<file path="src/design/mic_defines.svh">
// register indices, field positions, reset values and vectors of the interrupt controller
// assumes a 32-bit classic wishbone bus with byte addresses; a register sits at 4 * index
`ifndef MIC_DEFINES_SVH
`define MIC_DEFINES_SVH

// ----------------------------------------------------------------------------
// register word indices (byte address = 4 * index)
// ----------------------------------------------------------------------------
`define MIC_IDX_CTRL0      6'h00
`define MIC_IDX_CTRL1      6'h01
`define MIC_IDX_CTRL2      6'h02
`define MIC_IDX_EDGE       6'h03
`define MIC_IDX_MFI0       6'h04
`define MIC_IDX_TIMER1_MATCH_IRQ_CTRL       6'h05
`define MIC_IDX_GROUP2_IRQ_CTRL       6'h06
`define MIC_IDX_STAT       6'h07

// ----------------------------------------------------------------------------
// field positions
// ----------------------------------------------------------------------------
`define MIC_B_GIE          0
`define MIC_B_OCP_EN       1
`define MIC_B_OCP_FLAG     4
`define MIC_B_GRP_EN       0
`define MIC_B_GRP_FLAG     4
`define MIC_B_EXT_EN       3
`define MIC_B_EXT_FLAG     7
`define MIC_B_EDGE_LO      2
`define MIC_B_MEM_EN       0
`define MIC_B_MEM_FLAG     4
`define MIC_B_STAT_FULL    7

// ----------------------------------------------------------------------------
// reset values and edge-select codes
// ----------------------------------------------------------------------------
`define MIC_RST_REG        8'h00
`define MIC_EDGE_OFF       2'h0
`define MIC_EDGE_RISE      2'h1
`define MIC_EDGE_FALL      2'h2
`define MIC_EDGE_BOTH      2'h3

// ----------------------------------------------------------------------------
// vector addresses, ascending = descending priority
// ----------------------------------------------------------------------------
`define MIC_PC_W           12
`define MIC_VEC_EXT        12'h004
`define MIC_VEC_OCP        12'h008
`define MIC_VEC_MF0        12'h00c
`define MIC_VEC_MF1        12'h010
`define MIC_VEC_MF2        12'h014
`define MIC_NSRC           5

`endif

</file>
<file path="src/design/mic_pkg.sv">
// types of the interrupt controller
// assumes mic_defines.svh is on the include path
`include "mic_defines.svh"

package mic_pkg;

    // source index order equals priority order, lowest index wins
    typedef enum logic [2:0] {
        MIC_SRC_EXT,
        MIC_SRC_OCP,
        MIC_SRC_MF0,
        MIC_SRC_MF1,
        MIC_SRC_MF2
    } mic_src_t;

    // whole state of the controller
    typedef struct packed {
        logic                 gie;
        logic                 ocp_en;
        logic                 ocp_flag;
        logic [2:0]           grp_en;
        logic [2:0]           grp_flag;
        logic                 ext_en;
        logic                 ext_flag;
        logic [1:0]           edge_sel;
        logic [5:0]           mem_en;     // 0 t0p,1 t0a,2 t1p,3 t1a,4 lv,5 ee
        logic [5:0]           mem_flag;
        logic [2:0]           sync;
        logic                 pin_lvl;
        logic                 ack;
        logic [7:0]           rdata;
        logic                 call;
        logic [`MIC_PC_W-1:0] vector;
        logic [`MIC_PC_W-1:0] ret_pc;
        logic [3:0]           depth;
        logic                 wake;
    } mic_state_t;

endpackage

</file>
<file path="src/design/mic_irq_ctrl.sv">
// interrupt controller: request flags, enables, multi-function groups, vectored call
// assumes a classic wishbone master and a core that pushes ret_pc and jumps on call
//
// How it works
// - source events other than the pin set their flag whatever the enables hold
// - a flag whose own enable is low stays set but never calls
// - global enable low suppresses every call
// - a call hands next pc for the push and loads the source vector
// - return from service pops the saved pc; routines end with it
// - accepting any call clears the global enable
// - requests while blocked still set and hold their flags
// - software may set global enable inside a routine to allow nesting
// - no call is accepted while the core stack is full
// - simultaneous requests resolve by fixed priority, one accepted
// - any flag becoming set pulses the wake output
// - selected pin transition sets the external flag
// - external call needs global and external enables, room, and its flag, set by the edge or by software
// - pin acts as interrupt input only while external enable is set
// - servicing the external call clears its flag and global enable
// - edge select offers rising, falling, both or off
// - edge codes: 00 off, 01 rising, 10 falling, 11 both
// - group flag sets when any member flag sets; enabled group calls
// - group service clears group flag and global enable, members stay
// - a member needs its own and its group enable to call
// - timer-1 group: a flag bit5, p flag bit4, a enable bit1, p enable bit0
// - group two: eeprom flag bit5, low voltage bit4, enables bit1 and bit0
// - unused group bits read zero, all bits reset to zero
// - overcurrent sets its flag; call clears flag and global enable
`include "mic_defines.svh"
`timescale 1ns/100ps
`default_nettype none

module mic_irq_ctrl (
    input  wire logic                 mclk_i,          // system clock, 25 MHz
    input  wire logic                 arst_n_i,        // async reset, active low
    input  wire logic                 wb_cyc_i,        // wishbone cycle
    input  wire logic                 wb_stb_i,        // wishbone strobe
    input  wire logic                 wb_we_i,         // wishbone write
    input  wire logic [7:0]           wb_adr_i,        // wishbone byte address
    input  wire logic [3:0]           wb_sel_i,        // wishbone byte enables
    input  wire logic [31:0]          wb_dat_i,        // wishbone write data
    output logic      [31:0]          wb_dat_o,        // wishbone read data
    output logic                      wb_ack_o,        // wishbone acknowledge
    input  wire logic                 ext_irq_pin_i,   // external interrupt pin
    input  wire logic                 ocp_evt_i,       // overcurrent detected pulse
    input  wire logic [5:0]           mem_evt_i,       // member source event pulses
    input  wire logic                 core_ready_i,    // core at instruction boundary
    input  wire logic                 stack_full_i,    // core call stack full
    input  wire logic [`MIC_PC_W-1:0] core_next_pc_i,  // address of next instruction
    input  wire logic                 return_from_isr_i, // return instruction executed
    output logic                      call_o,          // vectored call pulse
    output logic      [`MIC_PC_W-1:0] vector_o,        // vector to load into pc
    output logic      [`MIC_PC_W-1:0] ret_pc_o,        // pc to push on the stack
    output logic                      pop_o,           // pop saved pc from stack
    output logic                      wake_o           // wake from sleep or idle
);

    // ------------------------------------------------------------------------
    // state
    // ------------------------------------------------------------------------
    mic_pkg::mic_state_t q;
    mic_pkg::mic_state_t d;

    // ------------------------------------------------------------------------
    // helpers
    // ------------------------------------------------------------------------
    // vector for a source index
    function automatic logic [`MIC_PC_W-1:0] vec_of(input logic [2:0] idx);
        logic [`MIC_PC_W-1:0] v;
        v = `MIC_VEC_MF2;
        unique case (idx)
            3'h0:    v = `MIC_VEC_EXT;
            3'h1:    v = `MIC_VEC_OCP;
            3'h2:    v = `MIC_VEC_MF0;
            3'h3:    v = `MIC_VEC_MF1;
            default: v = `MIC_VEC_MF2;
        endcase
        return v;
    endfunction

    // register read mux; unmapped and unused bits read zero
    function automatic logic [7:0] rd_reg(input logic [5:0] idx,
                                          input mic_pkg::mic_state_t s,
                                          input logic full);
        logic [7:0] r;
        r = `MIC_RST_REG;
        unique case (idx)
            `MIC_IDX_CTRL0:
            begin
                r[`MIC_B_GIE]      = s.gie;
                r[`MIC_B_OCP_EN]   = s.ocp_en;
                r[`MIC_B_OCP_FLAG] = s.ocp_flag;
            end
            `MIC_IDX_CTRL1:
            begin
                r[`MIC_B_GRP_EN+:3]   = s.grp_en;
                r[`MIC_B_GRP_FLAG+:3] = s.grp_flag;
            end
            `MIC_IDX_CTRL2:
            begin
                r[`MIC_B_EXT_EN]   = s.ext_en;
                r[`MIC_B_EXT_FLAG] = s.ext_flag;
            end
            `MIC_IDX_EDGE:
            begin
                r[`MIC_B_EDGE_LO+:2] = s.edge_sel;
            end
            `MIC_IDX_MFI0, `MIC_IDX_TIMER1_MATCH_IRQ_CTRL, `MIC_IDX_GROUP2_IRQ_CTRL:
            begin
                // member pairs: p at low bit, a (or eeprom) at high bit
                r[`MIC_B_MEM_EN+:2]   = s.mem_en[2*(idx-`MIC_IDX_MFI0)+:2];
                r[`MIC_B_MEM_FLAG+:2] = s.mem_flag[2*(idx-`MIC_IDX_MFI0)+:2];
            end
            `MIC_IDX_STAT:
            begin
                r[3:0]              = s.depth;
                r[`MIC_B_STAT_FULL] = full;
            end
            default: r = `MIC_RST_REG;
        endcase
        return r;
    endfunction

    // ------------------------------------------------------------------------
    // next state
    // ------------------------------------------------------------------------
    // order inside: software write, then acceptance, then hardware sets,
    // so an event in the cycle of a clear is never lost
    always_comb
    begin
        logic       req;
        logic       wr;
        logic       rise;
        logic       fall;
        logic       ext_evt;
        logic [2:0] grp_call;
        logic [2:0] grp_rise;
        logic [`MIC_NSRC-1:0] pend;
        logic [2:0] win;
        logic       accept;
        logic [5:0] widx;
        req      = 1'b0;
        wr       = 1'b0;
        rise     = 1'b0;
        fall     = 1'b0;
        ext_evt  = 1'b0;
        grp_call = 3'h0;
        grp_rise = 3'h0;
        pend     = '0;
        win      = 3'h0;
        accept   = 1'b0;
        widx     = wb_adr_i[7:2];
        d        = q;
        d.call   = 1'b0;
        d.wake   = 1'b0;

        // bus: answer one cycle after the request, write lands with ack
        req   = wb_cyc_i & wb_stb_i;
        d.ack = req & ~q.ack;
        if (req & ~q.ack)
        begin
            d.rdata = rd_reg(widx, q, stack_full_i);
        end
        wr = req & wb_we_i & q.ack & wb_sel_i[0];
        if (wr)
        begin
            unique case (widx)
                `MIC_IDX_CTRL0:
                begin
                    d.gie      = wb_dat_i[`MIC_B_GIE];
                    d.ocp_en   = wb_dat_i[`MIC_B_OCP_EN];
                    d.ocp_flag = wb_dat_i[`MIC_B_OCP_FLAG];
                end
                `MIC_IDX_CTRL1:
                begin
                    d.grp_en   = wb_dat_i[`MIC_B_GRP_EN+:3];
                    d.grp_flag = wb_dat_i[`MIC_B_GRP_FLAG+:3];
                end
                `MIC_IDX_CTRL2:
                begin
                    d.ext_en   = wb_dat_i[`MIC_B_EXT_EN];
                    d.ext_flag = wb_dat_i[`MIC_B_EXT_FLAG];
                end
                `MIC_IDX_EDGE:
                begin
                    d.edge_sel = wb_dat_i[`MIC_B_EDGE_LO+:2];
                end
                `MIC_IDX_MFI0, `MIC_IDX_TIMER1_MATCH_IRQ_CTRL, `MIC_IDX_GROUP2_IRQ_CTRL:
                begin
                    d.mem_en[2*(widx-`MIC_IDX_MFI0)+:2]   = wb_dat_i[`MIC_B_MEM_EN+:2];
                    d.mem_flag[2*(widx-`MIC_IDX_MFI0)+:2] = wb_dat_i[`MIC_B_MEM_FLAG+:2];
                end
                default:
                begin
                    d.gie = d.gie;  // status and unmapped: write ignored
                end
            endcase
        end

        // pin: sync[0] feeds only sync[1]; level moves once sync[1] and sync[2] agree
        d.sync = {q.sync[1:0], ext_irq_pin_i};
        if (q.sync[1] == q.sync[2])
        begin
            d.pin_lvl = q.sync[2];
        end
        rise    = ~q.pin_lvl & d.pin_lvl;
        fall    = q.pin_lvl & ~d.pin_lvl;
        // pin is ignored unless the external enable claims it
        ext_evt = q.ext_en & ((q.edge_sel[0] & rise) | (q.edge_sel[1] & fall));

        // pending requests from the current state
        for (int g = 0; g < 3; g++)
        begin
            // member counts only with its own enable and its group's
            grp_call[g] = q.grp_flag[g] & q.grp_en[g] &
                          |(q.mem_flag[2*g+:2] & q.mem_en[2*g+:2]);
        end
        pend[0] = q.ext_flag & q.ext_en;
        pend[1] = q.ocp_flag & q.ocp_en;
        pend[4:2] = grp_call;
        // lowest index, lowest vector, wins
        for (int i = `MIC_NSRC - 1; i >= 0; i--)
        begin
            if (pend[i])
            begin
                win = 3'(i);
            end
        end
        // global enable, stack room, and an instruction boundary
        accept = q.gie & |pend & ~stack_full_i & core_ready_i;

        if (accept)
        begin
            d.call   = 1'b1;
            d.vector = vec_of(win);
            d.ret_pc = core_next_pc_i;
            d.gie    = 1'b0;
            unique case (win)
                3'h0:    d.ext_flag = 1'b0;
                3'h1:    d.ocp_flag = 1'b0;
                3'h2:    d.grp_flag[0] = 1'b0;    // members stay set
                3'h3:    d.grp_flag[1] = 1'b0;
                default: d.grp_flag[2] = 1'b0;
            endcase
        end

        // nesting depth: up on call, down on return; saturates both ways
        if (accept & ~return_from_isr_i & (q.depth != 4'hf))
        begin
            d.depth = q.depth + 4'h1;
        end
        else if (return_from_isr_i & ~accept & (q.depth != 4'h0))
        begin
            d.depth = q.depth - 4'h1;
        end

        // hardware sets last so they beat any clear; only the external enable plays a part, gating the pin
        d.mem_flag = d.mem_flag | mem_evt_i;
        d.ocp_flag = d.ocp_flag | ocp_evt_i;
        d.ext_flag = d.ext_flag | ext_evt;
        for (int g = 0; g < 3; g++)
        begin
            grp_rise[g] = |(d.mem_flag[2*g+:2] & ~q.mem_flag[2*g+:2]);
        end
        d.grp_flag = d.grp_flag | grp_rise;

        // wake only on a flag going from clear to set
        d.wake = (d.ocp_flag & ~q.ocp_flag) | (d.ext_flag & ~q.ext_flag) |
                 |(d.mem_flag & ~q.mem_flag) | |(d.grp_flag & ~q.grp_flag);
    end

    // ------------------------------------------------------------------------
    // state register
    // ------------------------------------------------------------------------
    // every field clears at reset, so all enables and flags start at zero
    always_ff @(posedge mclk_i or negedge arst_n_i)
    begin
        if (!arst_n_i)
        begin
            q <= '0;
        end
        else
        begin
            q <= d;
        end
    end

    // ------------------------------------------------------------------------
    // outputs
    // ------------------------------------------------------------------------
    // pop is a straight handshake to the stack; the core owns the pc storage
    assign wb_dat_o = {24'h000000, q.rdata};
    assign wb_ack_o = q.ack;
    assign call_o   = q.call;
    assign vector_o = q.vector;
    assign ret_pc_o = q.ret_pc;
    assign pop_o    = return_from_isr_i;
    assign wake_o   = q.wake;

endmodule // mic_irq_ctrl

`default_nettype wire

</file>
<file path="config.mk">
export PLATFORM = sky130hd
export DESIGN_NAME = mic_irq_ctrl
export DESIGN_NICKNAME = d
export VERILOG_FILES = /design/src/design/mic_pkg.sv /design/src/design/mic_irq_ctrl.sv
export VERILOG_INCLUDE_DIRS = /design/src /design/src/design
export SDC_FILE = /design/constraint.sdc
export NUM_CORES = 1
export LEC_CHECK = 0
export ABC_AREA = 1
export BUFFER_PORTS_ARGS = -buffer_cell sky130_fd_sc_hd__buf_2
export CAP_MARGIN = 20
export CELL_PAD_IN_SITES_DETAIL_PLACEMENT = 0
export CELL_PAD_IN_SITES_GLOBAL_PLACEMENT = 1
export CORE_ASPECT_RATIO = 1.75
export CORE_MARGIN = 8
export CORE_UTILIZATION = 30
export DETAILED_ROUTE_END_ITERATION = 16
export MAX_ROUTING_LAYER = met4
export PLACE_DENSITY_LB_ADDON = 0.08
export RECOVER_POWER = 25
export SYNTH_ARGS = -nofsm -noshare
export SYNTH_HDL_FRONTEND = slang
export SYNTH_SLANG_ARGS = --single-unit
</file>
<file path="constraint.sdc">
create_clock -name mclk_i -period 3.48 [get_ports mclk_i]
set_clock_uncertainty 0.15 [all_clocks]
set_input_delay 0.522 -clock mclk_i [delete_from_list [all_inputs] [get_ports mclk_i]]
set_output_delay 0.522 -clock mclk_i [all_outputs]
set_load 0.05 [all_outputs]
</file>
After elaboration in Yosys (flattened, before gate mapping)
Cells that the tools add are included.
- flip-flop bits (word level): 68
- input bits: 72
- output and inout bits: 60
- word-level logic and storage cells: 154
- add/sub/neg operators: 4
- eq/ne operators: 12
- shift operators: 5
- mux-type cells: 35
- bitwise operators: 56
- reduce and logical (&&, ||, !) cells: 23
- operator list (kind ; number):
    variable part select 2 x 34 -> 6 bit ; 2
    variable part select 6 x 33 -> 2 bit ; 2
    two-way mux 25 bit ; 2
    negation 32 -> 34 bit ; 1
    variable shift 2 x 34 -> 6 bit (first input constant) ; 1
    bitwise AND 1 bit ; 27
    equality test 6 x 3 -> 1 bit (second input constant) ; 4
    case mux 5 bit (4 select lines) ; 1
    two-way mux 3 bit ; 6
    bitwise AND 2 bit ; 6
    bitwise mux 6 bit ; 2
    equality test 6 x 2 -> 1 bit (second input constant) ; 2
    two-way mux 12 bit ; 1
    AND reduction 2 bit ; 6
    OR reduction 2 bit ; 6
    two-way mux 1 bit ; 11
    case mux 1 bit (3 select lines) ; 3
    two-way mux 4 bit ; 2
    inverter 1 bit ; 8
    case mux 2 bit (4 select lines) ; 1
    subtractor 6 x 3 -> 7 bit (second input constant) ; 1
    bitwise AND 6 bit ; 1
    equality test 3 x 2 -> 1 bit (second input constant) ; 2
    equality test 6 x 1 -> 1 bit (second input constant) ; 1
    23 further kinds ; 36

Logic depth before layout (Yosys ltp)
Gate-level depths: netlist of the first run.
- depth in word-level cells: 16
- mapped depth: 28
- gate-level depth less buffers: 27

Worst setup path before layout of the first run
Ideal clock, no wire load.
- path kind: input to register
- start point: input port wb_adr_i[2]
- end point: register q, in the netlist wake_o
- setup time: 119 ps
- arrival: 3225 ps
- data required time: 3211 ps
- setup slack: -14 ps
- stages: 24
- buffers on the path: 2
- cells stage by stage: inv_1 -> clkbuf_1 -> ha_1 -> nand2_1 -> nor3_1 -> inv_1 -> ha_1 -> nor3_1 -> nand3_1 -> nand2_1 -> nand2_1 -> nor2_1 -> nand2_1 -> nor2_2 -> buf_6 -> nand3_4 -> nand2_1 -> nand3b_2 -> nand2_2 -> nand3_1 -> nor2_1 -> nand2_1 -> nor2_1 -> nand2_1
- RTL lines (item ; line ; text):
    from (decl) ; mic_irq_ctrl.sv:39 ; input wire logic [7:0] wb_adr_i,
    to (signal assigned) ; mic_irq_ctrl.sv:280 ; q <= '0;
    to (signal assigned) ; mic_irq_ctrl.sv:284 ; q <= d;
    to (decl) ; mic_irq_ctrl.sv:61 ; mic_pkg::mic_state_t q;

==> results of run 1 <==
per-layer routing:
layer | up-vias | global-route usage | part of all wire
met1 | 1666 | 0.136 | 0.36
met4 | 0 | 0.0646 | 0.026
met3 | 17 | 0.0214 | 0.038
met5 | - | - | 0
met2 | 74 | 0.275 | 0.58
li1 | 1808 | - | -
timing repair:
action                                  in CTS  in global routing
hold buffers                                 1                  0
hold endpoints to repair                     6                  0
setup buffers                                0                  3
endpoints found under the setup margin       0                  5
gates resized for setup                      0                 29
synth_stat cells (3+ instances only):
cell and n:
nand4_1 14, a21oi_1 11, xor2_1 4, o211ai_1 4, nor2_1 31, nand3_1 24, dfrtp_1 59, inv_1 60
ha_1 18, buf_4 57, clkbuf_1 5, nand2_1 175, o21ai_0 29, a31oi_1 4, nand2_2 3, nor3_1 4
final cells by class:
cell class | count | share of cell area
Multi-Input combinational cell | 384 | 0.418
Sequential cell | 59 | 0.297
Timing Repair Buffer | 108 | 0.131
Clock buffer | 12 | 0.0536
Inverter | 64 | 0.0494
Tap cell | 174 | 0.0438
Clock inverter | 2 | 0.00705
worst min path at each step:
stage	to	slack [ps]
CTS	d[41]	150
global placement	d[42]	200
global route	d[41]	150
detailed placement	wb_dat_o[3]	210
finish	d[41]	160
floorplan	asynchronous set/reset pin	80
placed cells by master, fill, tap and decap left out, drive strengths merged, types with 2 or more instances in the layout:
master	instances
conb	33
o22ai	2
clkbuf	39
inv	63
a31oi	4
ha	18
nand3	27
buf	80
nand2	179
nand4	14
o21ai	31
mux2i	2
o2111ai	2
o211ai	4
dfrtp	59
o31ai	2
nor4	2
nor3	4
o41ai	2
xor2	4
nor2	34
clkinv	2
nand3b	2
a21oi	11
cells by family after synthesis:
| group | Yosys count | synth area share |
|---|---|---|
| other | 1 | 0.000936 |
| multiplexers | 2 | 0.00500 |
| XOR/XNOR | 5 | 0.0109 |
| adder cells (fa/ha/maj) | 20 | 0.0637 |
| flip-flops | 59 | 0.369 |
| AND/OR/NAND/NOR | 263 | 0.286 |
| buffers and inverters | 128 | 0.177 |
| AO/OA/AOI/OAI | 61 | 0.0881 |
power breakdown:
group / internal [uW] / switching [uW]
sequential: 729 / 44.2
clock: 603 / 302
combinational: 139 / 303
worst reg2reg max path: stages (launching register included):
cell and delay (ps):
dfrtp_1 380, inv_1 110, o22ai_1 170, nand3_1 140, nand2_1 160, nor2_1 50, nand2_1 50, nand2_1 60
inv_1 90, nand2_1 150, ha_1 380, nand2_1 60, o21ai_0 190, mux2i_1 250, xor2_1 160
per-stage QoR:
step | power, uW | setup WS (ps)
global route | 2230 | -40.3
detailed placement | 1220 | -245
CTS | 2130 | 90.3
floorplan | 1110 | 108
global placement | 1210 | -230
finish | 2120 | 251
==> results.txt, run 1 <==
In this run the cell area measured after placement is 4500 um2. The count of cells along the worst register-to-register path is 14. The share of async-settable or async-resettable flops after synthesis came out at 1.00.

The average footprint of a synthesized cell came out at 7.43 um2. Ranked by total cell area, the synthesized netlist is headed by dfrtp_1, nand2_1, buf_4, ha_1, inv_1. The core footprint came out at 13200 um2. The die outline width is 103 um. The all-layer global routing usage is 0.145. TritonCTS built the clock tree. The startpoint identified for the worst hold timing path is ext_irq_pin_i. The count of placed standard cells including taps came out at 784. Counting flops with a built-in enable in the synthesized netlist gives 0. The number of different library cells in the post-synthesis netlist is 42. The kind of end point of the critical path is a register. The final routed wire length divided by cell count is 14.9 um. Clock latency on the worst-skew pair, taken at its later pin, is 330 ps. The number of failing setup endpoints in the final timing report is 0. The period utilization is 0.928. Entering global routing, the biggest net connects 54 pins. Summing all multi-input logic gate instances after layout gives 2080 um2. The critical path contains buffers and inverters numbering 7 combined. At the pin with the least slew margin, the transition time is 720 ps. The number of standard cells after synthesis came out at 539. The post-DP HPWL came out at 9650 um. After global routing the overflow that remains totals 0. The biggest area contributor in the post-synthesis netlist is dfrtp_1. The max capacitance violation total came out at 0. The tree built by TritonCTS fans out to 59 sinks. Tracing the worst setup path back leads to its startpoint at wb_adr_i[5]. In this run the deepest clock path goes through 2 buffers. Among cell families on the critical path, the largest total delay comes from simple AND/OR/NAND/NOR gates. The worst setup path is launched from an input port. The flip-flop and latch area came out at 1480 um2.

For this run, the post-layout net count is 717. Of the cells placed in the final design, the portion with a size suffix greater than 1 is 0.211. The number of max-slew violations in the final report came to 0.

The flop-to-flop setup slack came out at 850 ps. The highest clock frequency the design can meet is 310 MHz. Counting instances, the worst hold path has a depth of 1. The logic depth of the worst path, buffers included came out at 28.

The endpoint identified for the worst register-to-register timing path is q[4]. The number of clock buffers added by TritonCTS is 9. For this run, design rule violations remaining after detail routing come to 0. From synthesis to final layout, the design area changed by 24.0%. The detailed-router iteration count before antenna repair came out at 7.

Wires add up to 12000 um. The leakage component of the power is 0.00260 uW. The die height is 169 um. For this run, the leading register cell type out of synthesis is dfrtp_1. At the end of routability-driven placement, the weighted congestion stood at 0.805. The worst flop-to-flop path startpoint is q[44]. The number of warnings reported in the yosys synthesis log came out at 0.

The worst slack on hold paths is 161 ps. The first routing iteration left 128 violations. During placement, the flow inserted port buffers numbering 69. In the final timing run, aggregate negative setup slack is 0 ps. The initial core utilization is 0.303.

The largest stage delay on the critical path is 260 ps. The final instance area is 4970 um2. Once detail routing completed, the nets flagged for antenna violations numbered 0.

The flow ran to the end, and the final reports show no timing, DRC or antenna violations. The average via count per standard cell is 4.44. The critical path is of the in2reg type. The layout filler cell count is 1460. The tightest slew margin relative to the limit is 0.520. The overall die area is 17500 um2. In this design, the critical path's most frequently occurring cell is nand2_1. The maximum level of the CTS H-tree came out at 3. The sequential element share of the synthesized area came out at 0.369.

The fraction of the core area covered by cells at the end of the flow is 0.375. The antenna diode count is 0. The first global-routing pass estimated 18600 um of wire. The tightest min-delay check is of the in2reg type. Of the post-synthesis cell area, the dominant cell type holds 0.369. The count of pins on the block boundary is 132. The flip-flop and latch count after synthesis is 59.

The row count came out at 56. Following the worst setup path forward leads to its endpoint at wake_o. The via count is 3565. The via count of the first global-routing pass was 3602. The number of hold violations in the final report came out at 0. After layout, the minimum clock period comes to 3230 ps. Among all stages on the critical path, the largest delay is contributed by ha_4.

The final instance count without filler cells is 803. The data required time at the worst endpoint came out at 3600 ps. Dividing total power by cell area gives a power density of 427 nW/um2.

The initial antenna violation count came out at 0. The tree is rooted in a clkbuf_16. The arrival time reported for the critical path endpoint is 3350 ps.

The worst vdd rail ir drop is 0.162 mV. After synthesis the cells add up to 4010 um2. The clock-pin transition on the worst setup and hold timing paths came out at 50 ps.

The worst-path maximum fanout is 4.
Note: power is estimated with default switching activity, not from simulation.
==> inputs of run 2 (changes only) <==
Settings changed: CORE_MARGIN 8 to unset.
==> run 2 against run 1 <==
Against the previous run: power fell by 3.0%; core utilization rose by 1.2 points; worst hold slack got worse by 8.0 ps; sequential power barely moved; worst setup slack improved by 0.61 ps; first-iteration DRC count fell by 2.3%; die area fell by 21%; non-clock buffer count rose by 3; sequential cell count did not move; count of clock-buffer cells in the layout rose by 1; critical path depth fell by 1; routed wire length fell by 6.8%; critical path type unchanged.
==> results.txt, run 2 (synthesized netlist as in run 1, its figures left out) <==
The iteration-0 DRC count of the detailed router came out at 125. The minimum clock period is 3230 ps. The final routed wire length divided by cell count is 13.9 um. The count of cells along the worst register-to-register path came out at 14. The areal power density over the cells came out at 408 nW/um2.

The clock-pin transition on the worst setup and hold timing paths came out at 50 ps. The initial antenna violation count was 0. The average via count per standard cell came out at 4.48. The path class of the tightest hold or removal check is in2reg. The worst setup path is of the in2reg kind.

The leakage component of the power came out at 0.00271 uW. The antenna diode count came out at 0. The filler cells instantiated in the layout total 1412. The via count came out at 3597. The tightest slew margin relative to the limit is 0.269. The quantity of I/O buffers inserted on ports is 69.

For hold timing, the worst endpoint is d[41]. The number of hold violations in the final report came out at 0. Summed over all failing endpoints, the final setup total negative slack is 0 ps. Leaving out fill and tap cells, the most frequent cells in the layout are nand2_1, buf_2, dfrtp_1, inv_1, buf_4. The cts-stage hold buffer count is 0. STA classifies the critical path startpoint as an input port.

The tool flagged a number of max-cap violations equal to 0. At the later pin of the worst-skew pair, clock insertion delay measures 320 ps. The fraction of layout instances using a drive strength above 1 is 0.275. The root buffer cell is clkbuf_16. In this run the most critical hold path is launched from ext_irq_pin_i. In this run the critical register-to-register path is launched from q[44]. The commonest non-fill, non-tap cell in the layout is nand2_1. The worst setup path is captured at a register. The floorplan step set the die width to 89.4 um. The number of max-slew violations in the final report is 0.

The total wirelength of the detailed-routed design came out at 11200 um. The core footprint came out at 13000 um2. The detail route stage leaves a number of antenna-violating nets equal to 0. The slew at the pin with the worst max-slew slack is 1100 ps. Across every metal layer, demand over resource in global routing totals 0.175. The longest clock path from root to sink contains 2 buffers. The number of clock sinks seen by CTS is 59. The worst vdd rail ir drop came out at 0.172 mV.

Counting the buffers created by CTS gives 9. The fraction of the core area covered by cells at the end of the flow is 0.387. The post-DP HPWL is 9110 um. STA puts the critical path data arrival time at 3290 ps. The maximum level of the CTS H-tree is 3. The pin count of the biggest net entering global routing came out at 25. The first TritonRoute pass finished after 4 iterations. Along the worst path, the maximum fanout reaches 6. The number of nets in the finished design is 720.

The period utilization is 0.928. The layout-stage area growth over the synthesis result came out at 25.6%. In this run the vertical extent of the chip is 155 um.

The wire length of the first global-routing pass is 17400 um. The count of pins on the block boundary came out at 132. The final estimated routing congestion in global placement is 0.817. The total power draw came out at 2060 uW. The data required time at the worst endpoint came out at 3540 ps. The number of failing setup endpoints in the final timing report came out at 0. The overall die area came out at 13800 um2.

The reg-to-reg endpoint is q[4]. TritonCTS built the clock tree. The total overflow reported by the global router is 0.

The flow ran to the end, and the final reports show no timing, DRC or antenna violations. The remaining routing DRC violations is 0. The via count of the first global-routing pass was 3493.

The highest clock frequency the design can meet is 310 MHz. The flop-to-flop setup slack is 800 ps. Counting instances, the worst hold path has a depth of 1. The initial core utilization came out at 0.308. In this run the core area contains 55 standard-cell rows.
run 2: area by class of cell:
class	instances	area (um2)	area share
clock buffers	13	280	0.0557
clock inverters	1	7.51	0.00149
inverters	64	243	0.0482
multi-input cells	384	2160	0.429
flip-flops and latches	59	1480	0.293
well taps	171	214	0.0425
repair buffers	111	656	0.130
run 2: where the power goes:
| part | total [uW] | internal (uW) | switching (uW) |
|---|---|---|---|
| clock | 839 | 550 | 289 |
| sequential | 771 | 730 | 40.7 |
| combinational | 446 | 142 | 304 |
run 2: routing by layer:
layer,global-route usage,vias up,share of wire
li1,-,1822,-
met1,0.164,1663,0.35
met2,0.332,92,0.58
met3,0.0265,20,0.031
met4,0.0831,0,0.036
met5,-,-,0
run 2: critical path: stages:
cell and delay, ps:
buf_2 120, buf_4 150, ha_2 190, nand2_1 110, nor3_2 60, buf_4 140
buf_4 130, inv_1 50, ha_1 170, nand2_1 90, nor3_4 190, nand3_1 90
nand2_1 60, nand2_1 50, nor2_1 100, nand2_1 90, nor2_4 120, buf_6 150
nand3_4 90, nand2_4 90, nand3b_4 70, nand2_2 80, nand3_1 90, nand2_1 70
nand2_1 50, nor2_1 100, nand2_1 60
run 2: how the worst max path moves through the flow:
stage	start	to	slack [ps]
after floorplan	wb_adr_i[2]	wake_o	110
after global placement	wb_adr_i[4]	wake_o	-260
after detailed placement	wb_adr_i[4]	wake_o	-310
after CTS	wb_adr_i[4]	wake_o	20
after global routing	wb_adr_i[4]	wake_o	-10
final	wb_adr_i[4]	wake_o	250
run 2: through the flow:
step	area (um2)	cells	hold slack [ps]	setup slack, ps
2_1_floorplan	4130	571	76.4	108
3_3_place_gp	4520	787	184	-264
3_5_place_dp	4520	787	194	-311
4_1_cts	4800	801	5.55	19.4
5_1_grt	5030	803	143	-13.8
6_report	5030	803	153	252
run 2: timing repair:
item | in CTS | in global routing
setup endpoints to repair | 0 | 2
buffers inserted | 0 | 3
gates resized for setup | 0 | 49
